### src/rtl/dlc_regs.vh
/*
  Register map, field positions, reset values and decode scales for the
  deceleration and loop configuration bank.
  Assumes inclusion by bare name from the design files under rtl/.
*/
`ifndef DLC_REGS_VH
`define DLC_REGS_VH

// Register indices; the byte address on APB is four times the index
`define DLC_IDX_DECEL 8'h8C
`define DLC_IDX_GAIN 8'h8E
`define DLC_IDX_POWER 8'h90
`define DLC_IDX_STATUS 8'h94
`define DLC_ADDR_W 12

// Reset values
`define DLC_RST_DECEL 32'h00000000
`define DLC_RST_GAIN 32'h00000000
`define DLC_RST_POWER 32'h00000000

// Writable bits per register; reserved bits stay zero
`define DLC_WMASK_DECEL 32'h800FFFFF
`define DLC_WMASK_GAIN 32'hBFFFFFFF
`define DLC_WMASK_POWER 32'hFFFFFFFF

// Shared parity position
`define DLC_PARITY_BIT 31

// Deceleration register fields
`define DLC_BLANK_BIT 19
`define DLC_WIN_HI 18
`define DLC_WIN_LO 16
`define DLC_THR_HI 15
`define DLC_THR_LO 13
`define DLC_LOWLIM_HI 12
`define DLC_LOWLIM_LO 9
`define DLC_TAPER_BIT 8
`define DLC_DECEL_EN_BIT 7
`define DLC_UPLIM_HI 6
`define DLC_UPLIM_LO 3
`define DLC_DELTA_HI 2
`define DLC_DELTA_LO 0

// Loop gain register fields
`define DLC_KP_HI 29
`define DLC_KP_LO 20
`define DLC_KI_HI 19
`define DLC_KI_LO 8
`define DLC_VMAX_HI 7
`define DLC_VMAX_LO 5
`define DLC_VMIN_HI 4
`define DLC_VMIN_LO 2
`define DLC_MODE_HI 1
`define DLC_MODE_LO 0

// Loop selector codes
`define DLC_MODE_OFF 2'h0
`define DLC_MODE_SPEED 2'h1
`define DLC_MODE_POWER 2'h2
`define DLC_MODE_RSVD 2'h3

// Percent table kinds, results in tenths of a percent
`define DLC_PCT_WINDOW 2'h0
`define DLC_PCT_CEILING 2'h1
`define DLC_PCT_DELTA 2'h2
`define DLC_PCT_FULL 10'h3E8
`define DLC_PCT_CEIL_STEP 10'h032

// Current limit scale: millivolts per code step
`define DLC_MV_PER_STEP 11'h064

// Gain divisors: effective gain is the stored value over these
`define DLC_KP_DIVISOR 10000
`define DLC_KI_DIVISOR 1000000

// Status register bits
`define DLC_ST_MODE_HI 1
`define DLC_ST_MODE_LO 0
`define DLC_ST_MODE_RSVD 2
`define DLC_ST_DECEL_ON 3
`define DLC_ST_BLANK_ON 4
`define DLC_ST_TAPER_ON 5
`define DLC_ST_UPLIM_NA 6
`define DLC_ST_LOWLIM_NA 7
`define DLC_ST_LIM_ORDER 8

`endif

### src/rtl/dlc_pct_decode.v
/*
  Decodes a three-bit percent code into tenths of a percent.
  Purely combinational; the caller registers the result.
*/
`include "dlc_regs.vh"

module dlc_pct_decode (
  // Code and table kind
  input wire [2:0] code_i,
  input wire [1:0] kind_i,
  // Result in tenths of a percent
  output reg [9:0] pct_o
);

  always @* begin
    pct_o = 10'h000;
    case (kind_i)
      `DLC_PCT_WINDOW: begin
        case (code_i)
          3'h0: pct_o = 10'h000;
          3'h1: pct_o = 10'h019;
          3'h2: pct_o = 10'h032;
          3'h3: pct_o = 10'h04B;
          3'h4: pct_o = 10'h064;
          3'h5: pct_o = 10'h096;
          3'h6: pct_o = 10'h0C8;
          default: pct_o = 10'h0FA;
        endcase
      end
      // Linear 5 % steps down from full scale
      `DLC_PCT_CEILING: pct_o = `DLC_PCT_FULL - {7'h00, code_i} * `DLC_PCT_CEIL_STEP;
      `DLC_PCT_DELTA: begin
        case (code_i)
          3'h0: pct_o = 10'h005;
          3'h1: pct_o = 10'h00A;
          3'h2: pct_o = 10'h00F;
          3'h3: pct_o = 10'h014;
          3'h4: pct_o = 10'h019;
          3'h5: pct_o = 10'h01E;
          3'h6: pct_o = 10'h028;
          default: pct_o = 10'h032;
        endcase
      end
      default: pct_o = 10'h000;
    endcase
  end

endmodule

### src/rtl/dlc_curr_decode.v
/*
  Decodes a four-bit current limit code into a sense voltage in millivolts.
  Code zero means no limit; dividing by the sense amplifier gain is left
  to the consumer, which knows that gain.
*/
`include "dlc_regs.vh"

module dlc_curr_decode (
  // Code
  input wire [3:0] code_i,
  // Sense voltage and validity
  output wire [10:0] mv_o,
  output wire valid_o
);

  wire [14:0] product;

  assign product = {11'h000, code_i} * {4'h0, `DLC_MV_PER_STEP};
  assign mv_o = product[10:0];
  assign valid_o = (code_i != 4'h0);

endmodule

### src/rtl/dlc_reg_bank.v
/*
  Configuration bank for fast deceleration and the speed/power loop,
  reached as an APB slave, with decoded fields registered for the
  commutation and regulation logic.
  Assumes an APB master on clk_i; zero wait states; registers indexed by
  their printed offsets, byte address is four times the index.
*/
// Register access over APB was decided locally.
`include "dlc_regs.vh"

// Notes on behaviour
// - Bit 19 enables phase comparator blanking during fast deceleration.
// - Bits 18-16 pick deceleration duty window 0 to 25 percent.
// - Bits 15-13 pick duty threshold, 100 percent minus 5 per code.
// - Bits 12-9 lower current limit, 0.1 V per code, zero means none.
// - Bit 8 lets the current limit taper during fast deceleration.
// - Bit 7 enables fast deceleration.
// - Bits 6-3 upper current limit, 0.1 V per code, zero means none.
// - Bits 2-0 pick exit speed delta 0.5 to 5 percent.
// - Ten-bit proportional gain at 29-20, stored value over 10000.
// - Twelve-bit integral gain at 19-8, stored value over 1000000.
// - Bits 7-5 upper loop clamp, 100 percent minus 5 per code.
// - Bits 4-2 lower loop clamp 0 to 25 percent.
// - Bits 1-0 select off, speed or power loop; code 3 reserved.
// - Deceleration register sits at offset 8Ch and resets to zero.
module dlc_reg_bank (
  // Clock and reset
  input wire clk_i,
  input wire rst_i,
  // APB slave
  input wire psel_i,
  input wire penable_i,
  input wire pwrite_i,
  input wire [`DLC_ADDR_W-1:0] paddr_i,
  input wire [31:0] pwdata_i,
  input wire [3:0] pstrb_i,
  output wire pready_o,
  output reg [31:0] prdata_o,
  output wire pslverr_o,
  // Fast deceleration controls
  output reg quick_slowdown_enable_o,
  output reg comparator_blank_enable_o,
  output reg decel_current_taper_enable_o,
  output reg [9:0] decel_duty_window_o,
  output reg [9:0] decel_duty_threshold_o,
  output reg [9:0] decel_exit_speed_delta_o,
  output reg [10:0] decel_current_lower_limit_o,
  output reg decel_current_lower_valid_o,
  output reg [10:0] decel_current_upper_limit_o,
  output reg decel_current_upper_valid_o,
  // Loop controls
  output reg [9:0] loop_proportional_gain_o,
  output reg [11:0] loop_integral_gain_o,
  output reg [9:0] loop_output_upper_clamp_o,
  output reg [9:0] loop_output_lower_clamp_o,
  output reg loop_speed_select_o,
  output reg loop_power_select_o,
  // Constant power settings, consumed elsewhere
  output reg [31:0] power_limit_config_o
);

  reg [31:0] decel_config;
  reg [31:0] loop_gain_config;
  reg [31:0] power_limit_config;
  reg [31:0] status;
  reg [31:0] next_rdata;

  wire setup_phase;
  wire access_phase;
  wire [`DLC_ADDR_W-1:0] word_index;
  wire aligned;
  wire hit_decel;
  wire hit_gain;
  wire hit_power;
  wire hit_status;
  wire mapped;
  wire write_now;

  wire [9:0] win_pct;
  wire [9:0] thr_pct;
  wire [9:0] delta_pct;
  wire [9:0] vmax_pct;
  wire [9:0] vmin_pct;
  wire [10:0] low_mv;
  wire low_valid;
  wire [10:0] up_mv;
  wire up_valid;
  wire [1:0] mode_code;

  // Byte-lane merge with reserved bits forced to zero
  function [31:0] merge_write;
    input [31:0] old_value;
    input [31:0] wdata;
    input [3:0] strb;
    input [31:0] wmask;
    reg [31:0] lane_mask;
    begin
      lane_mask = {{8{strb[3]}}, {8{strb[2]}}, {8{strb[1]}}, {8{strb[0]}}};
      merge_write = ((old_value & ~lane_mask) | (wdata & lane_mask)) & wmask;
    end
  endfunction

  // Index match for one register: index equal; word alignment is checked at each call
  function index_hit;
    input [`DLC_ADDR_W-1:0] index;
    input [7:0] target;
    begin
      index_hit = (index == {{(`DLC_ADDR_W-8){1'b0}}, target});
    end
  endfunction

  // Bus decode
  assign setup_phase = psel_i & ~penable_i;
  assign access_phase = psel_i & penable_i;
  assign word_index = {2'b00, paddr_i[`DLC_ADDR_W-1:2]};
  assign aligned = (paddr_i[1:0] == 2'b00);
  assign hit_decel = aligned & index_hit(word_index, `DLC_IDX_DECEL);
  assign hit_gain = aligned & index_hit(word_index, `DLC_IDX_GAIN);
  assign hit_power = aligned & index_hit(word_index, `DLC_IDX_POWER);
  assign hit_status = aligned & index_hit(word_index, `DLC_IDX_STATUS);
  assign mapped = hit_decel | hit_gain | hit_power | hit_status;
  assign write_now = access_phase & pwrite_i;

  // Zero wait states; the read word is captured during setup
  assign pready_o = 1'b1;
  assign pslverr_o = access_phase & ~mapped;

  // Register writes; only the access edge takes effect
  always @(posedge clk_i or posedge rst_i) begin
    if (rst_i) begin
      decel_config <= `DLC_RST_DECEL;
      loop_gain_config <= `DLC_RST_GAIN;
      power_limit_config <= `DLC_RST_POWER;
    end else if (write_now) begin
      if (hit_decel) begin
        decel_config <= merge_write(decel_config, pwdata_i, pstrb_i,
                                    `DLC_WMASK_DECEL);
      end else if (hit_gain) begin
        loop_gain_config <= merge_write(loop_gain_config, pwdata_i, pstrb_i,
                                        `DLC_WMASK_GAIN);
      end else if (hit_power) begin
        power_limit_config <= merge_write(power_limit_config, pwdata_i,
                                          pstrb_i, `DLC_WMASK_POWER);
      end
    end
  end

  // Read mux; status is read-only and unmapped reads return zero
  always @* begin
    next_rdata = 32'h00000000;
    if (hit_decel) begin
      next_rdata = decel_config;
    end else if (hit_gain) begin
      next_rdata = loop_gain_config;
    end else if (hit_power) begin
      next_rdata = power_limit_config;
    end else if (hit_status) begin
      next_rdata = status;
    end
  end

  always @(posedge clk_i or posedge rst_i) begin
    if (rst_i) begin
      prdata_o <= 32'h00000000;
    end else if (setup_phase & ~pwrite_i) begin
      prdata_o <= next_rdata;
    end
  end

  // Table decoders
  dlc_pct_decode u_win (
    .code_i(decel_config[`DLC_WIN_HI:`DLC_WIN_LO]),
    .kind_i(`DLC_PCT_WINDOW),
    .pct_o(win_pct)
  );

  dlc_pct_decode u_thr (
    .code_i(decel_config[`DLC_THR_HI:`DLC_THR_LO]),
    .kind_i(`DLC_PCT_CEILING),
    .pct_o(thr_pct)
  );

  dlc_pct_decode u_delta (
    .code_i(decel_config[`DLC_DELTA_HI:`DLC_DELTA_LO]),
    .kind_i(`DLC_PCT_DELTA),
    .pct_o(delta_pct)
  );

  dlc_pct_decode u_vmax (
    .code_i(loop_gain_config[`DLC_VMAX_HI:`DLC_VMAX_LO]),
    .kind_i(`DLC_PCT_CEILING),
    .pct_o(vmax_pct)
  );

  dlc_pct_decode u_vmin (
    .code_i(loop_gain_config[`DLC_VMIN_HI:`DLC_VMIN_LO]),
    .kind_i(`DLC_PCT_WINDOW),
    .pct_o(vmin_pct)
  );

  dlc_curr_decode u_low (
    .code_i(decel_config[`DLC_LOWLIM_HI:`DLC_LOWLIM_LO]),
    .mv_o(low_mv),
    .valid_o(low_valid)
  );

  dlc_curr_decode u_up (
    .code_i(decel_config[`DLC_UPLIM_HI:`DLC_UPLIM_LO]),
    .mv_o(up_mv),
    .valid_o(up_valid)
  );

  assign mode_code = loop_gain_config[`DLC_MODE_HI:`DLC_MODE_LO];

  // Fast deceleration outputs; blanking and taper only act while enabled
  always @(posedge clk_i or posedge rst_i) begin
    if (rst_i) begin
      quick_slowdown_enable_o <= 1'b0;
      comparator_blank_enable_o <= 1'b0;
      decel_current_taper_enable_o <= 1'b0;
      decel_duty_window_o <= 10'h000;
      decel_duty_threshold_o <= `DLC_PCT_FULL;
      decel_exit_speed_delta_o <= 10'h005;
      decel_current_lower_limit_o <= 11'h000;
      decel_current_lower_valid_o <= 1'b0;
      decel_current_upper_limit_o <= 11'h000;
      decel_current_upper_valid_o <= 1'b0;
    end else begin
      quick_slowdown_enable_o <= decel_config[`DLC_DECEL_EN_BIT];
      comparator_blank_enable_o <= decel_config[`DLC_DECEL_EN_BIT] &
                                   decel_config[`DLC_BLANK_BIT];
      decel_current_taper_enable_o <= decel_config[`DLC_DECEL_EN_BIT] &
                                      decel_config[`DLC_TAPER_BIT];
      decel_duty_window_o <= win_pct;
      decel_duty_threshold_o <= thr_pct;
      decel_exit_speed_delta_o <= delta_pct;
      decel_current_lower_limit_o <= low_mv;
      decel_current_lower_valid_o <= low_valid;
      decel_current_upper_limit_o <= up_mv;
      decel_current_upper_valid_o <= up_valid;
    end
  end

  // Loop outputs; the reserved selector is treated as loop off
  always @(posedge clk_i or posedge rst_i) begin
    if (rst_i) begin
      loop_proportional_gain_o <= 10'h000;
      loop_integral_gain_o <= 12'h000;
      loop_output_upper_clamp_o <= `DLC_PCT_FULL;
      loop_output_lower_clamp_o <= 10'h000;
      loop_speed_select_o <= 1'b0;
      loop_power_select_o <= 1'b0;
      power_limit_config_o <= `DLC_RST_POWER;
    end else begin
      loop_proportional_gain_o <= loop_gain_config[`DLC_KP_HI:`DLC_KP_LO];
      loop_integral_gain_o <= loop_gain_config[`DLC_KI_HI:`DLC_KI_LO];
      loop_output_upper_clamp_o <= vmax_pct;
      loop_output_lower_clamp_o <= vmin_pct;
      loop_speed_select_o <= (mode_code == `DLC_MODE_SPEED);
      loop_power_select_o <= (mode_code == `DLC_MODE_POWER);
      power_limit_config_o <= power_limit_config;
    end
  end

  // Status word for software: effective settings and limit sanity
  always @(posedge clk_i or posedge rst_i) begin
    if (rst_i) begin
      status <= 32'h00000000;
    end else begin
      status <= 32'h00000000;
      if (mode_code == `DLC_MODE_RSVD) begin
        status[`DLC_ST_MODE_HI:`DLC_ST_MODE_LO] <= `DLC_MODE_OFF;
      end else begin
        status[`DLC_ST_MODE_HI:`DLC_ST_MODE_LO] <= mode_code;
      end
      status[`DLC_ST_MODE_RSVD] <= (mode_code == `DLC_MODE_RSVD);
      status[`DLC_ST_DECEL_ON] <= decel_config[`DLC_DECEL_EN_BIT];
      status[`DLC_ST_BLANK_ON] <= decel_config[`DLC_DECEL_EN_BIT] &
                                  decel_config[`DLC_BLANK_BIT];
      status[`DLC_ST_TAPER_ON] <= decel_config[`DLC_DECEL_EN_BIT] &
                                  decel_config[`DLC_TAPER_BIT];
      status[`DLC_ST_UPLIM_NA] <= ~up_valid;
      status[`DLC_ST_LOWLIM_NA] <= ~low_valid;
      // A taper floor above the ceiling cannot be honoured downstream
      status[`DLC_ST_LIM_ORDER] <= low_valid & up_valid & (low_mv > up_mv);
    end
  end

endmodule

### config.mk
export PLATFORM = sky130hd
export DESIGN_NAME = dlc_reg_bank
export DESIGN_NICKNAME = d
export VERILOG_FILES = /design/src/rtl/dlc_pct_decode.v /design/src/rtl/dlc_curr_decode.v /design/src/rtl/dlc_reg_bank.v
export VERILOG_INCLUDE_DIRS = /design/src /design/src/rtl
export SDC_FILE = /design/constraint.sdc
export NUM_CORES = 1
export LEC_CHECK = 0
export BUFFER_PORTS_ARGS = -buffer_cell sky130_fd_sc_hd__buf_2
export CAP_MARGIN = 40
export CORE_MARGIN = 3
export CORE_UTILIZATION = 45
export CTS_CLUSTER_DIAMETER = 50
export DETAILED_ROUTE_END_ITERATION = 10
export HOLD_SLACK_MARGIN = 0.12
export PLACE_DENSITY = 0.66
export SLEW_MARGIN = 10
export SYNTH_ARGS = -nofsm -noshare
export SYNTH_HDL_FRONTEND = slang
export SYNTH_HIERARCHICAL = 1
export SYNTH_SLANG_ARGS = --single-unit
export TNS_END_PERCENT = 10
### constraint.sdc
create_clock -name clk_i -period 10.2 [get_ports clk_i]
set_clock_uncertainty 0.05 [all_clocks]
set_input_delay 0.51 -clock clk_i [delete_from_list [all_inputs] [get_ports clk_i]]
set_output_delay 0.51 -clock clk_i [all_outputs]
set_load 0.03 [all_outputs]
-- Yosys cells after proc, flatten, opt, wreduce, memory -nomap -nowiden
Cells that the tools add are included.
W data, S select, Z words.
- bits of input ports: 53
- bits in registers: 254
- eq/ne operators: 25
- magnitude comparators: 1
- muxes and demuxes: 8
- multipliers: 4
- add/sub/neg operators: 2
- bitwise operators: 31
- reduce and logical (&&, ||, !) cells: 9
- operators with widths (cell ; count):
    $and A32 B32 Y32 ; 4
    $pmux W8 S7 ; 2
    $mux W32 ; 3
    $or A32 B32 Y32 ; 3
    $pmux W6 S7 ; 1
    $eq A10 B8 Y1 const B ; 4
    $not A32 Y32 ; 1
    $eq A3 B3 Y1 const B ; 9
    $sub A10 B9 Y10 const A ; 2
    $eq A3 B2 Y1 const B ; 6
    $mul A4 B5 Y9 const B ; 2
    $mul A3 B5 Y8 const B ; 2
    $and A1 B1 Y1 ; 13
    $gt A11 B11 Y1 ; 1
    $eq A3 B1 Y1 const B ; 3
    $logic_not A3 Y1 ; 3
    $mux W9 ; 1
    $reduce_bool A4 Y1 ; 2
    $not A1 Y1 ; 7
    $eq A2 B2 Y1 const B ; 2
    $reduce_and A4 Y1 ; 1
    $or A1 B1 Y1 ; 3
    $reduce_and A3 Y1 ; 1
    $eq A2 B1 Y1 const B ; 1
    3 further kinds ; 3

-- Longest topological paths before layout
- depth after elaboration: 7
- depth in mapped cells: 14

-- Hierarchy
Netlist, hierarchy kept.
- by module, submodules not included (module ; cells an instance ; sequential area each (sq um) ; area each (sq um) ; instances):
    dlc_reg_bank ; 575 ; 6348.6 ; 8777.2 ; 1
    dlc_pct_decode ; 81 ; 0.0 ; 586.8 ; 5
    dlc_curr_decode ; 35 ; 0.0 ; 295.3 ; 2

-- Least setup slack after synthesis
Ideal clock, no wire load.
- path kind: flip-flop to flip-flop
- start point: reg (tool-made name)
- end point: reg status[8]
- clock period less this slack: 2.770 ns
- arrival time: 2.595 ns
- path slack: 7.430 ns
- library setup time: 0.125 ns
- stages on the path, launching flop included: 15
- cell sequence: dfrtp_1 -> inv_1 -> ha_1 -> ha_1 -> inv_1 -> fa_1 -> inv_1 -> a21oi_2 -> xnor2_1 -> inv_1 -> ha_1 -> nand4_1 -> nor2_1 -> o221ai_1 -> a2111oi_0
- RTL lines (item ; RTL line ; text):
    end signal, assigned by index ; dlc_reg_bank.v:272 ; status[`DLC_ST_MODE_HI:`DLC_ST_MODE_LO] <= `DLC_MODE_OFF;
    end signal, assigned by index ; dlc_reg_bank.v:274 ; status[`DLC_ST_MODE_HI:`DLC_ST_MODE_LO] <= mode_code;
    end signal, assigned by index ; dlc_reg_bank.v:276 ; status[`DLC_ST_MODE_RSVD] <= (mode_code == `DLC_MODE_RSVD);
    end, declared ; dlc_reg_bank.v:65 ; reg [31:0] status;

==> flow_summary.ini <==
[route]
first_pass_iters = 5
wl_um = 29800
vias = 8796
wire_per_inst_um = 17.9
vias_per_cell = 5.28
route.detailed.drc = 0
drtAntennaViolNets = 0
first_iter_violations = 679

[final_layout]
nets = 1451
layout-drive-gt1-share_pct = 33.5
area_delta_synth_final_pct = 21.4
diodes = 0
fin_cells = 1665

[place]
place_inst = 1604
port_buffers = 218
dp_hpwl_um = 20600
pre_cts_ws_ns = 6.88
gp_congestion = 0.880

[clocking]
root_buffer = clkbuf_16
cts.sinks = 253
post_cts_resize_count = 0
clk_latency_ns = 0.50
cts_buffers = 34
clockBufferDepth = 3
cts_tree = yes
htreeDepth = 2
clk_pin_slew_worst_paths_ns = 0.06

[global_routing]
track_usage_pct = 20.1
overflow = 0
grt_max_degree = 97
grt_pass1_wl_um = 47100
antenna_found_initial = 1
grt_pass1_vias = 8750

[timing]
fin_crit_ns = 3.16
fmax_mhz = 317
setup_viol = 0
whs_ns = 0.195
maxSlewViolCount = 0
maxSlewHeadroom_pct = 48.5
grt_setup_unrepaired = no
post-route-period-util_pct = 31.0
fin_ws_ns = 7.04
tightestPinTransition_ns = 0.772
finalSetupTns_ns = 0
hold_viol_final = 0

[critical_path]
crit_required_ns = 10.53
worstRegToRegCells = 14
cpPeakStageDelay_ns = 0.49
critPathSlowestCell = dfrtp_1
path_delay_family = adder cells
end_kind = flop
worstPathCellList = inv_1, ha_1, ha_1, inv_1, fa_1, inv_1, a21oi_2, xnor2_1, inv_1, ha_1, nand4_1, nor2_1, o221ai_1, a2111oi_0
cpMostUsedCell = inv_1
path_class = reg -> reg
startpoint_type = flop
crit_buf_inv = 4
cp.arrival_ns = 3.49
worst-path-stages = 14
crit_fanout = 7

[floorplan]
die_h_um = 171
start_util_pct = 46.5
pin_count = 220
core_sq_mm = 0.0264
die_w_um = 171
rows = 59
dieArea_sq_mm = 0.0294

[logic_synthesis]
ys_seq_area_share_pct = 51.6
synth_commonest_cells = 239 x dfrtp_1, 102 x mux2_2, 90 x ha_1, 61 x nor2_1
synth_most_common_cell = dfrtp_1
netlist_instances = 1050
synth_top_area_share_pct = 48.6
netlist_area_sq_mm = 0.0123
synth_ff_type = dfrtp_1
yosys_warnings = 6
synth.top_cells.by_area = dfrtp_1 49%, mux2_2 9.3%, ha_1 9.2%, dfstp_2 3.0%, nor2_1 1.9%
ys_types = 63
synth_edf_count = 0
synth_area_per_cell_sq_um = 11.7
synth_area_leader_cell = dfrtp_1
ys_ff_latch = 253
postSynth.asyncResetShare_pct = 100

[min_path]
hold_path_depth = 2
min_path_type = in -> reg

[power]
power_mw = 2.39
power.density_mw_per_mm2 = 160
p_leak_nw = 7.90
ir_drop_mv = 0.0966

[run_status]
status = completed

[run]
cap_violations = 0
worst paths after layout:
kind | start | endpoint | slack [ns]
max | flop | status[8] | 7.04
min | pwdata_i[30] | flop | 0.19
max reg2reg | flop | status[8] | 7.04
min reg2reg | flop | loop_proportional_gain_o[3] | 0.35
max in group asynchronous | rst_i | async pin | 8.27
min in group asynchronous | rst_i | decel_duty_threshold_o[4] | 0.57
kinds of logic after synthesis:
| kind of cell | Yosys count | share of synthesized area (%) |
|---|---|---|
| compound gates | 195 | 11.1 |
| fa+ha+maj | 92 | 9.48 |
| other cells | 4 | 0.122 |
| mux | 115 | 10.4 |
| simple gates | 249 | 10.7 |
| buf+inv | 116 | 4.70 |
| flops | 253 | 51.6 |
| xor+xnor | 26 | 1.85 |
power breakdown:
group | leakage (nW) | switching, mW | internal (mW) | total [mW]
logic | 3.92 | 0.111 | 0.0447 | 0.155
registers | 3.41 | 0.00847 | 1.03 | 1.03
clock network | 0.572 | 0.457 | 0.745 | 1.20
timing repair:
action | in CTS | in global routing
hold buffers | 1 | 0
endpoints found under the hold margin | 80 | 0
setup buffers | 0 | 0
metal layers:
layer	track usage (%)	routed length (um)	part of all wire, %	vias to the layer above
met2	31.7	13800	46	315
li1	-	-	-	4172
met3	4.50	1980	6.6	51
met4	5.63	730	2.4	2
met5	0	7	0.023	-
met1	28.3	13300	45	4256
area by class of cell:
cell class	count	area, sq um
clock buffers	42	942
clock inverters	18	219
fillers	2288	11500
inverters	62	240
multi-input cells	727	5560
flip-flops and latches	253	6350
well taps	335	419
repair buffers	228	1200
layout by cell type, fill, tap and decap left out, types with 13 or more instances in the layout:
| cell type | count |
|---|---|
| a21oi_1 | 41 |
| a22oi_1 | 25 |
| buf_2 | 218 |
| clkbuf_16 | 35 |
| conb_1 | 50 |
| dfrtp_1 | 239 |
| dfstp_2 | 14 |
| ha_1 | 90 |
| inv_1 | 51 |
| mux2_2 | 102 |
| nand2_1 | 52 |
| nand2b_1 | 15 |
| nand3_1 | 36 |
| nand4_1 | 18 |
| nor2_1 | 61 |
| o21ai_0 | 13 |
| o21ai_1 | 18 |
| o22ai_1 | 20 |
| xnor2_1 | 21 |
metrics by stage:
step | area [sq um] | util (%)
after floorplan | 12500 | -
after global placement | 13700 | 51.9
after CTS | 14900 | 56.5
after detailed placement | 13800 | 52.1
after global routing | 14900 | 56.5
final | 14900 | 56.5
(Power assumes the default switching activity.)
